`config.mk`:
```
export PLATFORM = sky130hd
export DESIGN_NAME = ppc_loop_ctrl
export DESIGN_NICKNAME = d
export VERILOG_FILES = /design/src/ppc_pkg.sv /design/src/ppc_loop_ctrl.sv /design/src/ppc_term_map.sv
export SDC_FILE = /design/constraint.sdc
export NUM_CORES = 2
export LEC_CHECK = 0
export BUFFER_PORTS_ARGS = -buffer_cell sky130_fd_sc_hd__buf_2
export CORE_AREA = 2 2 401 403
export CTS_BUF_LIST = sky130_fd_sc_hd__clkbuf_8 sky130_fd_sc_hd__clkbuf_16
export DETAILED_ROUTE_END_ITERATION = 16
export DIE_AREA = 0 0 403 405
export GPL_ROUTABILITY_DRIVEN = 0
export PLACE_DENSITY = 0.8
export REMOVE_ABC_BUFFERS = 1
export SLEW_MARGIN = 20
export SYNTH_ARGS = -nofsm -noshare
export SYNTH_HDL_FRONTEND = slang
export SYNTH_SLANG_ARGS = --single-unit
```
`constraint.sdc`:
```
create_clock -name ref_clk_in -period 49.9 [get_ports ref_clk_in]
set_input_delay 4.99 -clock ref_clk_in [delete_from_list [all_inputs] [get_ports ref_clk_in]]
set_output_delay 4.99 -clock ref_clk_in [all_outputs]
set_load 0.05 [all_outputs]
```
`src/ppc_pkg.sv`:
```
// package: constants, codes and carrier types for the process loop control block
package ppc_pkg;

  // ==========================================================================
  // widths and sentinel
  // ==========================================================================
  localparam int          PPC_SET_W      = 16;
  localparam int          PPC_PCT_W      = 16;
  localparam logic [15:0] PPC_SENTINEL   = 16'h270f;
  localparam logic [15:0] PPC_PCT_FULL   = 16'h03e8;
  localparam logic [15:0] PPC_ADC_FULL   = 16'h0fff;
  localparam logic [15:0] PPC_ADC_LIVE0  = 16'h0333;

  // ==========================================================================
  // action select codes
  // ==========================================================================
  localparam logic [7:0]  PPC_ACT_OFF    = 8'h00;
  localparam logic [7:0]  PPC_ACT_LOOP_A = 8'h14;
  localparam logic [7:0]  PPC_ACT_LOOP_B = 8'h15;

  // ==========================================================================
  // terminal function codes
  // ==========================================================================
  localparam logic [7:0]  PPC_IN_LOOPSEL = 8'h0e;
  localparam logic [7:0]  PPC_OUT_LOWER  = 8'h0e;
  localparam logic [7:0]  PPC_OUT_UPPER  = 8'h0f;
  localparam logic [7:0]  PPC_OUT_DIR    = 8'h10;
  localparam logic [7:0]  PPC_OUT_ACTIVE = 8'h2f;
  localparam logic [7:0]  PPC_OUT_SUSP   = 8'h46;
  localparam logic [7:0]  PPC_NEG_BASE   = 8'h64;

  // ==========================================================================
  // analog range settings
  // ==========================================================================
  localparam logic [7:0]  PPC_SP_10V_A   = 8'h00;
  localparam logic [7:0]  PPC_SP_5V_A    = 8'h01;
  localparam logic [7:0]  PPC_SP_10V_B   = 8'h0a;
  localparam logic [7:0]  PPC_SP_5V_B    = 8'h0b;
  localparam logic [7:0]  PPC_MV_4_20MA  = 8'h00;
  localparam logic [7:0]  PPC_MV_5V      = 8'h01;
  localparam logic [7:0]  PPC_MV_10V     = 8'h02;

  // ==========================================================================
  // timing: one tick per ms drives the suspend timer
  // ==========================================================================
  localparam int          PPC_CLK_HZ     = 125000000;
  localparam int          PPC_TICK_US    = 1000;
  localparam int          PPC_TICK_CYC   = PPC_CLK_HZ / 1000000 * PPC_TICK_US;
  localparam logic [15:0] PPC_MS_PER_TS  = 16'h0064;

  // ==========================================================================
  // carrier types
  // ==========================================================================
  typedef struct packed {
    logic [7:0]  action_select_setting;
    logic [15:0] stored_setpoint_value;
    logic [15:0] upper_limit_setting;
    logic [15:0] lower_limit_setting;
    logic [7:0]  setpoint_range_setting;
    logic [7:0]  measured_range_setting;
    logic [15:0] suspend_detection_time;
    logic [15:0] suspend_frequency_level;
    logic [15:0] thermistor_protection_level;
    logic [15:0] gain_p;
    logic [15:0] gain_i;
    logic [15:0] gain_d;
  } ppc_cfg_t;

  typedef struct packed {
    logic upper_limit_flag;
    logic lower_limit_flag;
    logic rotation_direction_output;
    logic loop_active_output;
    logic suspend_indicator;
  } ppc_flags_t;

  typedef enum logic [2:0] {
    PPC_ST_NORMAL  = 3'b001,
    PPC_ST_LOOP    = 3'b010,
    PPC_ST_SUSPEND = 3'b100
  } ppc_state_t;

endpackage : ppc_pkg

```
`src/ppc_loop_ctrl.sv`:
```
// module: closed-loop process control decision, deviation and status outputs
`timescale 1ns/1ps
module ppc_loop_ctrl
  import ppc_pkg::*;
#(
  parameter logic        LOOP_A_REVERSE = 1'b1,
  parameter int          TICK_CYC       = PPC_TICK_CYC
)
(
  input  wire logic        ref_clk_in,
  input  wire logic        rst_in,
  input  wire ppc_cfg_t    cfg_in,
  input  wire logic [39:0] input_function_settings_in,
  input  wire logic [4:0]  input_terminal_in,
  input  wire logic [4:0]  net_terminal_in,
  input  wire logic        net_control_in,
  input  wire logic [15:0] terminal2_adc_in,
  input  wire logic [15:0] terminal4_adc_in,
  input  wire logic [15:0] output_freq_in,
  input  wire logic        forward_indication_in,
  input  wire logic        reverse_indication_in,
  input  wire logic        run_request_in,
  input  wire logic [7:0]  output_function_setting_a_in,
  input  wire logic [7:0]  output_function_setting_b_in,
  input  wire logic [7:0]  output_function_setting_c_in,
  output logic signed [31:0] manipulated_out,
  output logic signed [16:0] deviation_out,
  output logic [15:0]      setpoint_pct_out,
  output logic [15:0]      measured_pct_out,
  output logic             loop_in_effect_out,
  output logic             running_out,
  output logic             upper_limit_flag_out,
  output logic             lower_limit_flag_out,
  output logic             rotation_direction_output_out,
  output logic             loop_active_output_out,
  output logic             suspend_indicator_out,
  output logic [2:0]       terminal_out
);

  // ==========================================================================
  // helpers
  // ==========================================================================
  function automatic logic [15:0] scale_pct(input logic [15:0] raw, input logic [15:0] lo,
                                            input logic [15:0] full);
    logic [31:0] num;
    num = 32'(raw - lo) * 32'(PPC_PCT_FULL);
    if (raw <= lo)
      scale_pct = 16'h0000;
    else if (raw >= full)
      scale_pct = PPC_PCT_FULL;
    else
      scale_pct = 16'(num / 32'(full - lo));
  endfunction : scale_pct

  function automatic logic not_sentinel(input logic [15:0] v);
    not_sentinel = (v != PPC_SENTINEL);
  endfunction : not_sentinel

  // ==========================================================================
  // enable decision
  // ==========================================================================
  logic       loop_code;
  logic       sel_assigned;
  logic       sel_on;
  logic       loop_enable;
  logic       reverse_mode;

  always_comb
  begin
    sel_assigned = 1'b0;
    sel_on       = 1'b0;
    for (int i = 0; i < 5; i++)
    begin
      if (input_function_settings_in[i*8 +: 8] == PPC_IN_LOOPSEL)
      begin
        sel_assigned = 1'b1;
        sel_on = sel_on | (net_control_in ? net_terminal_in[i] : input_terminal_in[i]);
      end
    end
  end

  assign loop_code   = (cfg_in.action_select_setting == PPC_ACT_LOOP_A) ||
                       (cfg_in.action_select_setting == PPC_ACT_LOOP_B);
  assign loop_enable = loop_code && (!sel_assigned || sel_on);
  assign reverse_mode = (cfg_in.action_select_setting == PPC_ACT_LOOP_A) ?
                        LOOP_A_REVERSE : ~LOOP_A_REVERSE;

  // ==========================================================================
  // set point and measured value
  // ==========================================================================
  logic [15:0] sp_nxt;
  logic [15:0] mv_nxt;
  logic [15:0] sp_ff;
  logic [15:0] mv_ff;
  logic [15:0] half_full;

  assign half_full = 16'(PPC_ADC_FULL >> 1);

  always_comb
  begin
    if (not_sentinel(cfg_in.stored_setpoint_value))
      sp_nxt = cfg_in.stored_setpoint_value;
    else if (not_sentinel(cfg_in.thermistor_protection_level))
      sp_nxt = 16'h0000;
    else if (cfg_in.setpoint_range_setting == PPC_SP_5V_A ||
             cfg_in.setpoint_range_setting == PPC_SP_5V_B)
      sp_nxt = scale_pct(terminal2_adc_in, 16'h0000, half_full);
    else
      sp_nxt = scale_pct(terminal2_adc_in, 16'h0000, PPC_ADC_FULL);
  end

  always_comb
  begin
    case (cfg_in.measured_range_setting)
      PPC_MV_4_20MA: mv_nxt = scale_pct(terminal4_adc_in, PPC_ADC_LIVE0, PPC_ADC_FULL);
      PPC_MV_5V:     mv_nxt = scale_pct(terminal4_adc_in, 16'h0000, half_full);
      PPC_MV_10V:    mv_nxt = scale_pct(terminal4_adc_in, 16'h0000, PPC_ADC_FULL);
      default:       mv_nxt = 16'h0000;
    endcase
  end

  always_ff @(posedge ref_clk_in)
  begin
    if (rst_in)
    begin
      sp_ff <= 16'h0000;
      mv_ff <= 16'h0000;
    end
    else
    begin
      sp_ff <= sp_nxt;
      mv_ff <= mv_nxt;
    end
  end

  // ==========================================================================
  // deviation and pid terms
  // ==========================================================================
  logic signed [16:0] dev_ff;
  logic signed [16:0] dev_prev_ff;
  logic signed [31:0] integ_ff;
  logic signed [31:0] mv_out_ff;
  logic signed [16:0] err;
  logic signed [31:0] p_term;
  logic signed [31:0] d_term;
  logic               tick;

  // deviation is set point minus measured; forward action flips its sign
  assign err    = reverse_mode ? dev_ff : -dev_ff;
  assign p_term = 32'(err * $signed({1'b0, cfg_in.gain_p}));
  assign d_term = 32'((dev_ff - dev_prev_ff) * $signed({1'b0, cfg_in.gain_d}));

  always_ff @(posedge ref_clk_in)
  begin
    if (rst_in)
    begin
      dev_ff      <= 17'sh0;
      dev_prev_ff <= 17'sh0;
    end
    else
    begin
      dev_ff <= $signed({1'b0, sp_ff}) - $signed({1'b0, mv_ff});
      if (tick)
        dev_prev_ff <= dev_ff;
    end
  end

  always_ff @(posedge ref_clk_in)
  begin
    if (rst_in)
    begin
      integ_ff  <= 32'sh0;
      mv_out_ff <= 32'sh0;
    end
    else if (!loop_enable)
    begin
      integ_ff  <= 32'sh0;
      mv_out_ff <= 32'sh0;
    end
    else if (tick)
    begin
      integ_ff  <= integ_ff + 32'(err * $signed({1'b0, cfg_in.gain_i}));
      mv_out_ff <= p_term + integ_ff + (reverse_mode ? d_term : -d_term);
    end
  end

  // ==========================================================================
  // millisecond tick
  // ==========================================================================
  logic [31:0] tick_cnt_ff;

  assign tick = (tick_cnt_ff == 32'(TICK_CYC - 1));

  always_ff @(posedge ref_clk_in)
  begin
    if (rst_in || tick)
      tick_cnt_ff <= 32'h0;
    else
      tick_cnt_ff <= tick_cnt_ff + 32'h1;
  end

  // ==========================================================================
  // operating state
  // ==========================================================================
  ppc_state_t  state_ff;
  ppc_state_t  nxt_state;
  logic [31:0] low_ms_ff;
  logic        susp_allowed;
  logic        freq_low;
  logic [31:0] limit_ms;

  assign susp_allowed = not_sentinel(cfg_in.suspend_detection_time);
  assign freq_low     = output_freq_in < cfg_in.suspend_frequency_level;
  assign limit_ms     = 32'(cfg_in.suspend_detection_time) * 32'(PPC_MS_PER_TS);

  always_ff @(posedge ref_clk_in)
  begin
    if (rst_in || state_ff != PPC_ST_LOOP || !freq_low)
      low_ms_ff <= 32'h0;
    else if (tick && low_ms_ff <= limit_ms)
      low_ms_ff <= low_ms_ff + 32'h1;
  end

  always_comb
  begin
    case (state_ff)
      PPC_ST_NORMAL:  nxt_state = loop_enable ? PPC_ST_LOOP : PPC_ST_NORMAL;
      PPC_ST_LOOP:
        if (!loop_enable)
          nxt_state = PPC_ST_NORMAL;
        else if (susp_allowed && low_ms_ff > limit_ms)
          nxt_state = PPC_ST_SUSPEND;
        else
          nxt_state = PPC_ST_LOOP;
      PPC_ST_SUSPEND:
        if (!loop_enable)
          nxt_state = PPC_ST_NORMAL;
        else if (!susp_allowed || !freq_low)
          nxt_state = PPC_ST_LOOP;
        else
          nxt_state = PPC_ST_SUSPEND;
      default:        nxt_state = PPC_ST_NORMAL;
    endcase
  end

  always_ff @(posedge ref_clk_in)
  begin
    if (rst_in)
      state_ff <= PPC_ST_NORMAL;
    else
      state_ff <= nxt_state;
  end

  // ==========================================================================
  // status flags
  // ==========================================================================
  ppc_flags_t flags_ff;
  logic       run_ff;

  always_ff @(posedge ref_clk_in)
  begin
    if (rst_in)
    begin
      flags_ff <= '0;
      run_ff   <= 1'b0;
    end
    else
    begin
      flags_ff.upper_limit_flag <= loop_code && not_sentinel(cfg_in.upper_limit_setting) &&
                                   (mv_ff > cfg_in.upper_limit_setting);
      flags_ff.lower_limit_flag <= loop_code && not_sentinel(cfg_in.lower_limit_setting) &&
                                   (mv_ff < cfg_in.lower_limit_setting);
      flags_ff.rotation_direction_output <= forward_indication_in &&
                                            !reverse_indication_in;
      flags_ff.loop_active_output <= (nxt_state != PPC_ST_NORMAL);
      flags_ff.suspend_indicator  <= (nxt_state == PPC_ST_SUSPEND);
      run_ff <= run_request_in && (nxt_state != PPC_ST_SUSPEND);
    end
  end

  ppc_term_map u_term_map (
    .ref_clk_in                   (ref_clk_in),
    .rst_in                       (rst_in),
    .flags_in                     (flags_ff),
    .output_function_setting_a_in (output_function_setting_a_in),
    .output_function_setting_b_in (output_function_setting_b_in),
    .output_function_setting_c_in (output_function_setting_c_in),
    .terminal_out                 (terminal_out)
  );

  assign manipulated_out               = mv_out_ff;
  assign deviation_out                 = dev_ff;
  assign setpoint_pct_out              = sp_ff;
  assign measured_pct_out              = mv_ff;
  assign loop_in_effect_out            = flags_ff.loop_active_output;
  assign running_out                   = run_ff;
  assign upper_limit_flag_out          = flags_ff.upper_limit_flag;
  assign lower_limit_flag_out          = flags_ff.lower_limit_flag;
  assign rotation_direction_output_out = flags_ff.rotation_direction_output;
  assign loop_active_output_out        = flags_ff.loop_active_output;
  assign suspend_indicator_out         = flags_ff.suspend_indicator;

endmodule : ppc_loop_ctrl

```
`src/ppc_term_map.sv`:
```
// module: maps status flags onto three open-collector terminals with polarity
`timescale 1ns/1ps
module ppc_term_map
  import ppc_pkg::*;
(
  input  wire logic       ref_clk_in,
  input  wire logic       rst_in,
  input  wire ppc_flags_t flags_in,
  input  wire logic [7:0] output_function_setting_a_in,
  input  wire logic [7:0] output_function_setting_b_in,
  input  wire logic [7:0] output_function_setting_c_in,
  output logic      [2:0] terminal_out
);

  // ==========================================================================
  // code to flag lookup
  // ==========================================================================
  function automatic logic term_level(input logic [7:0] code, input ppc_flags_t f);
    logic [7:0] base;
    logic       lvl;
    base = (code >= PPC_NEG_BASE) ? 8'(code - PPC_NEG_BASE) : code;
    case (base)
      PPC_OUT_UPPER:  lvl = f.upper_limit_flag;
      PPC_OUT_LOWER:  lvl = f.lower_limit_flag;
      PPC_OUT_DIR:    lvl = f.rotation_direction_output;
      PPC_OUT_ACTIVE: lvl = f.loop_active_output;
      PPC_OUT_SUSP:   lvl = f.suspend_indicator;
      default:        lvl = 1'b0;
    endcase
    term_level = (code >= PPC_NEG_BASE) ? ~lvl : lvl;
  endfunction : term_level

  logic [2:0] term_ff;

  always_ff @(posedge ref_clk_in)
  begin
    if (rst_in)
    begin
      term_ff <= 3'h0;
    end
    else
    begin
      term_ff[0] <= term_level(output_function_setting_a_in, flags_in);
      term_ff[1] <= term_level(output_function_setting_b_in, flags_in);
      term_ff[2] <= term_level(output_function_setting_c_in, flags_in);
    end
  end

  assign terminal_out = term_ff;

endmodule : ppc_term_map

```
==> flow_metrics.tcl <==
set metrics [dict create \
    outcome "completed" \
    track_usage_pct 32.18 \
    period_share_pct 65.56 \
    r2r-end "manipulated_out[30]" \
    arrival_ns 33.25 \
    antenna_found_initial 35 \
    synthMuxAreaShare_pct 1.842 \
    ios 387 \
    synth.most_common_cell "inv_1" \
    dp.cells 13650 \
    portBuffers 386 \
    wl_um 269200 \
    core_area_um2 159300 \
    drv_cap 0 \
    cp_common_cell "a21oi_1" \
    fin_tns_setup_ns 0 \
    synth_top_area_share_pct 24.54 \
    vias_per_cell 6.360 \
    synth_xor_area_share_pct 8.403 \
    max_stage_delay_ns 0.79 \
    synthAdderAreaFrac_pct 33.47 \
    wire_per_inst_um 19.63 \
    end_kind "flop" \
    hold_buffers 0 \
    grt_first_pass_wirelength_um 435900 \
    synth_edf_count 0 \
    crit_slowest_cell "xor2_1" \
    hold_path_end "dev_prev_ff[13]" \
    stdcell_count 13710 \
    hp-start "dev_prev_ff[13]" \
    die_h_um 405 \
    grt_max_degree 74 \
    postCtsResizedCells 0 \
    fin_skew_ns 0.05229 \
    synthesis.area_um2 88690 \
    ff2ff_setup_slack_ns 35.10 \
    cts.sinks 206 \
    cp_max_fo 19 \
    drive_gt1_share_pct 7.945 \
    hold-path-cell-count 2 \
    clockBufferDepth 3 \
    synthFlopType "dfxtp_1" \
    criticalPathCategory "input pin to flop" \
    synth-compound-area-share_pct 20.02 \
    ys_types 160 \
    first_global_vias 85950 \
    cts_tree "done" \
    route.vias.total 87220 \
    rsz0062_at_grt "no" \
    r2r.worst_path.cells 60 \
    clock_latency_ns 0.63 \
    num_rows 147 \
    final_nets 13590 \
    syn_inst 11500 \
    postSynthAreaPerCell_um2 7.715 \
    dr.first_iter.drc_count 8754 \
    root_buffer "clkbuf_16" \
    crit_required_ns 50.43 \
    yosys_register_bits 206 \
    clk_pin_slew_ns 0.08 \
    critPathLaunchType "input pin" \
    postRouteAntennaNets 0 \
    synth_top_family_by_area "adder cells" \
    async_flop_share_pct 0 \
    slew_violations 0 \
    dr.pass1.iters 9 \
    finalCriticalPeriod_ns 32.72 \
    h-tree-depth 1 \
    cts_setup_buffers 0 \
    cts_buffers 25 \
    yosys-top-cells-count "inv_1 (1526), nand2_1 (1290), fa_1 (1087)" \
    hold_path_class "flop to flop" \
    synth.area.top_cells "fa_1 (25%), ha_1 (8.8%), inv_1 (6.5%)" \
    synth_largest_area_cell "fa_1" \
    hold_violations 0 \
    ys_warn_count 0 \
    die_w_um 403 \
    syn2layout_area_growth_pct 5.083 \
    drc 0 \
    grt-ovfl-total 0 \
    tightest_slew_ns 1.142 \
    relSlewSlack_pct 23.32 \
    worst_r2r_startpoint "deviation_out[0]" \
    fmax_ghz 0.03057 \
    setup_viol 0 \
    initial_utilization_pct 55.68 \
    synthSimpleGateAreaFrac_pct 23.10 \
    die_area_um2 163200 \
    synth_sequential_area_ratio_pct 4.650 \
    hpwl_um 220100 \
]
through the flow:
stage,area (µm²),worst slack (ns),hold WS (ns),utilization (%)
6_report,93200,17.18,0.4522,58.51
5_1_grt,93160,15.25,0.4644,58.49
4_1_cts,93100,17.90,0.4519,58.45
3_5_place_dp,92290,17.26,0.4439,57.94
3_3_place_gp,92290,18.62,0.4309,57.94
2_1_floorplan,86900,21.27,0.4176,-
kinds of logic after synthesis:
| kind of cell | count (synthesis) |
|---|---|
| AOI/OAI and AO/OA | 2509 |
| xor gates and xnor gates | 844 |
| adders and majority gates | 1723 |
| buffers and inverters | 1946 |
| DFF | 206 |
| muxes | 151 |
| and+or+nand+nor | 4117 |
how the worst max path moves through the flow:
stage / startpoint / endpoint / slack (ns) / depth (start not counted)
after floorplan: terminal4_adc_in[2] / measured_pct_out[0] / 21.27 / 91
after global placement: terminal4_adc_in[2] / measured_pct_out[0] / 18.62 / 94
after detailed placement: terminal4_adc_in[2] / measured_pct_out[0] / 17.26 / 92
after CTS: terminal4_adc_in[2] / measured_pct_out[0] / 17.90 / 92
after global routing: terminal4_adc_in[2] / measured_pct_out[0] / 15.25 / 96
final: terminal4_adc_in[2] / measured_pct_out[0] / 17.18 / 92
worst max-delay path: cells and delay by family:
kind | cells | cell delay [ns]
xor+xnor | 5 | 2.04
buf+inv | 5 | 0.71
simple gates | 20 | 4.82
mux | 5 | 1.67
fa+ha+maj | 8 | 3.19
compound gates | 49 | 15.78
final cells by class:
type                    instances  area, µm²
clock inverters                17      178.9
repair buffers                479       2630
inverters                    1534       5761
flip-flops and latches        206       4124
clock buffers                  25      625.6
multi-input cells            9344      77210
well taps                    2086       2610
diodes                         22      55.05
fillers                     14080      66080
layer usage:
layer | wire [µm] | GRT usage, %
met3 | 30410 | 7.121
met4 | 12630 | 13.39
met1 | 102800 | 40.51
met2 | 123200 | 53.27
met5 | 159 | 0
layout by cell type (no fill, tap or decap), types with 137 or more instances in the layout:
cell,count
inv_1,1526
ha_1,621
and2_1,479
nand2_1,1289
xnor2_1,577
xor2_1,242
buf_2,385
a31oi_1,141
nor3_1,268
a21o_1,137
fa_1,1087
nand3_1,278
a21oi_1,607
nor2_1,796
o21ai_0,321
dfxtp_1,206
state kept, by name (all words and copies together), names as in the netlist, 3 cells and up:
signal and count:
dev_prev_ff 17, integ_ff 32, deviation_out 17, setpoint_pct_out 16, manipulated_out 32, state_ff 3, tick_cnt_ff 32, measured_pct_out 16
low_ms_ff 32, u_term_map.terminal_out 3
Power is left out: the tool's default activity adds up to more than one toggle a clock period on the data nets, which glitch-free logic cannot reach.
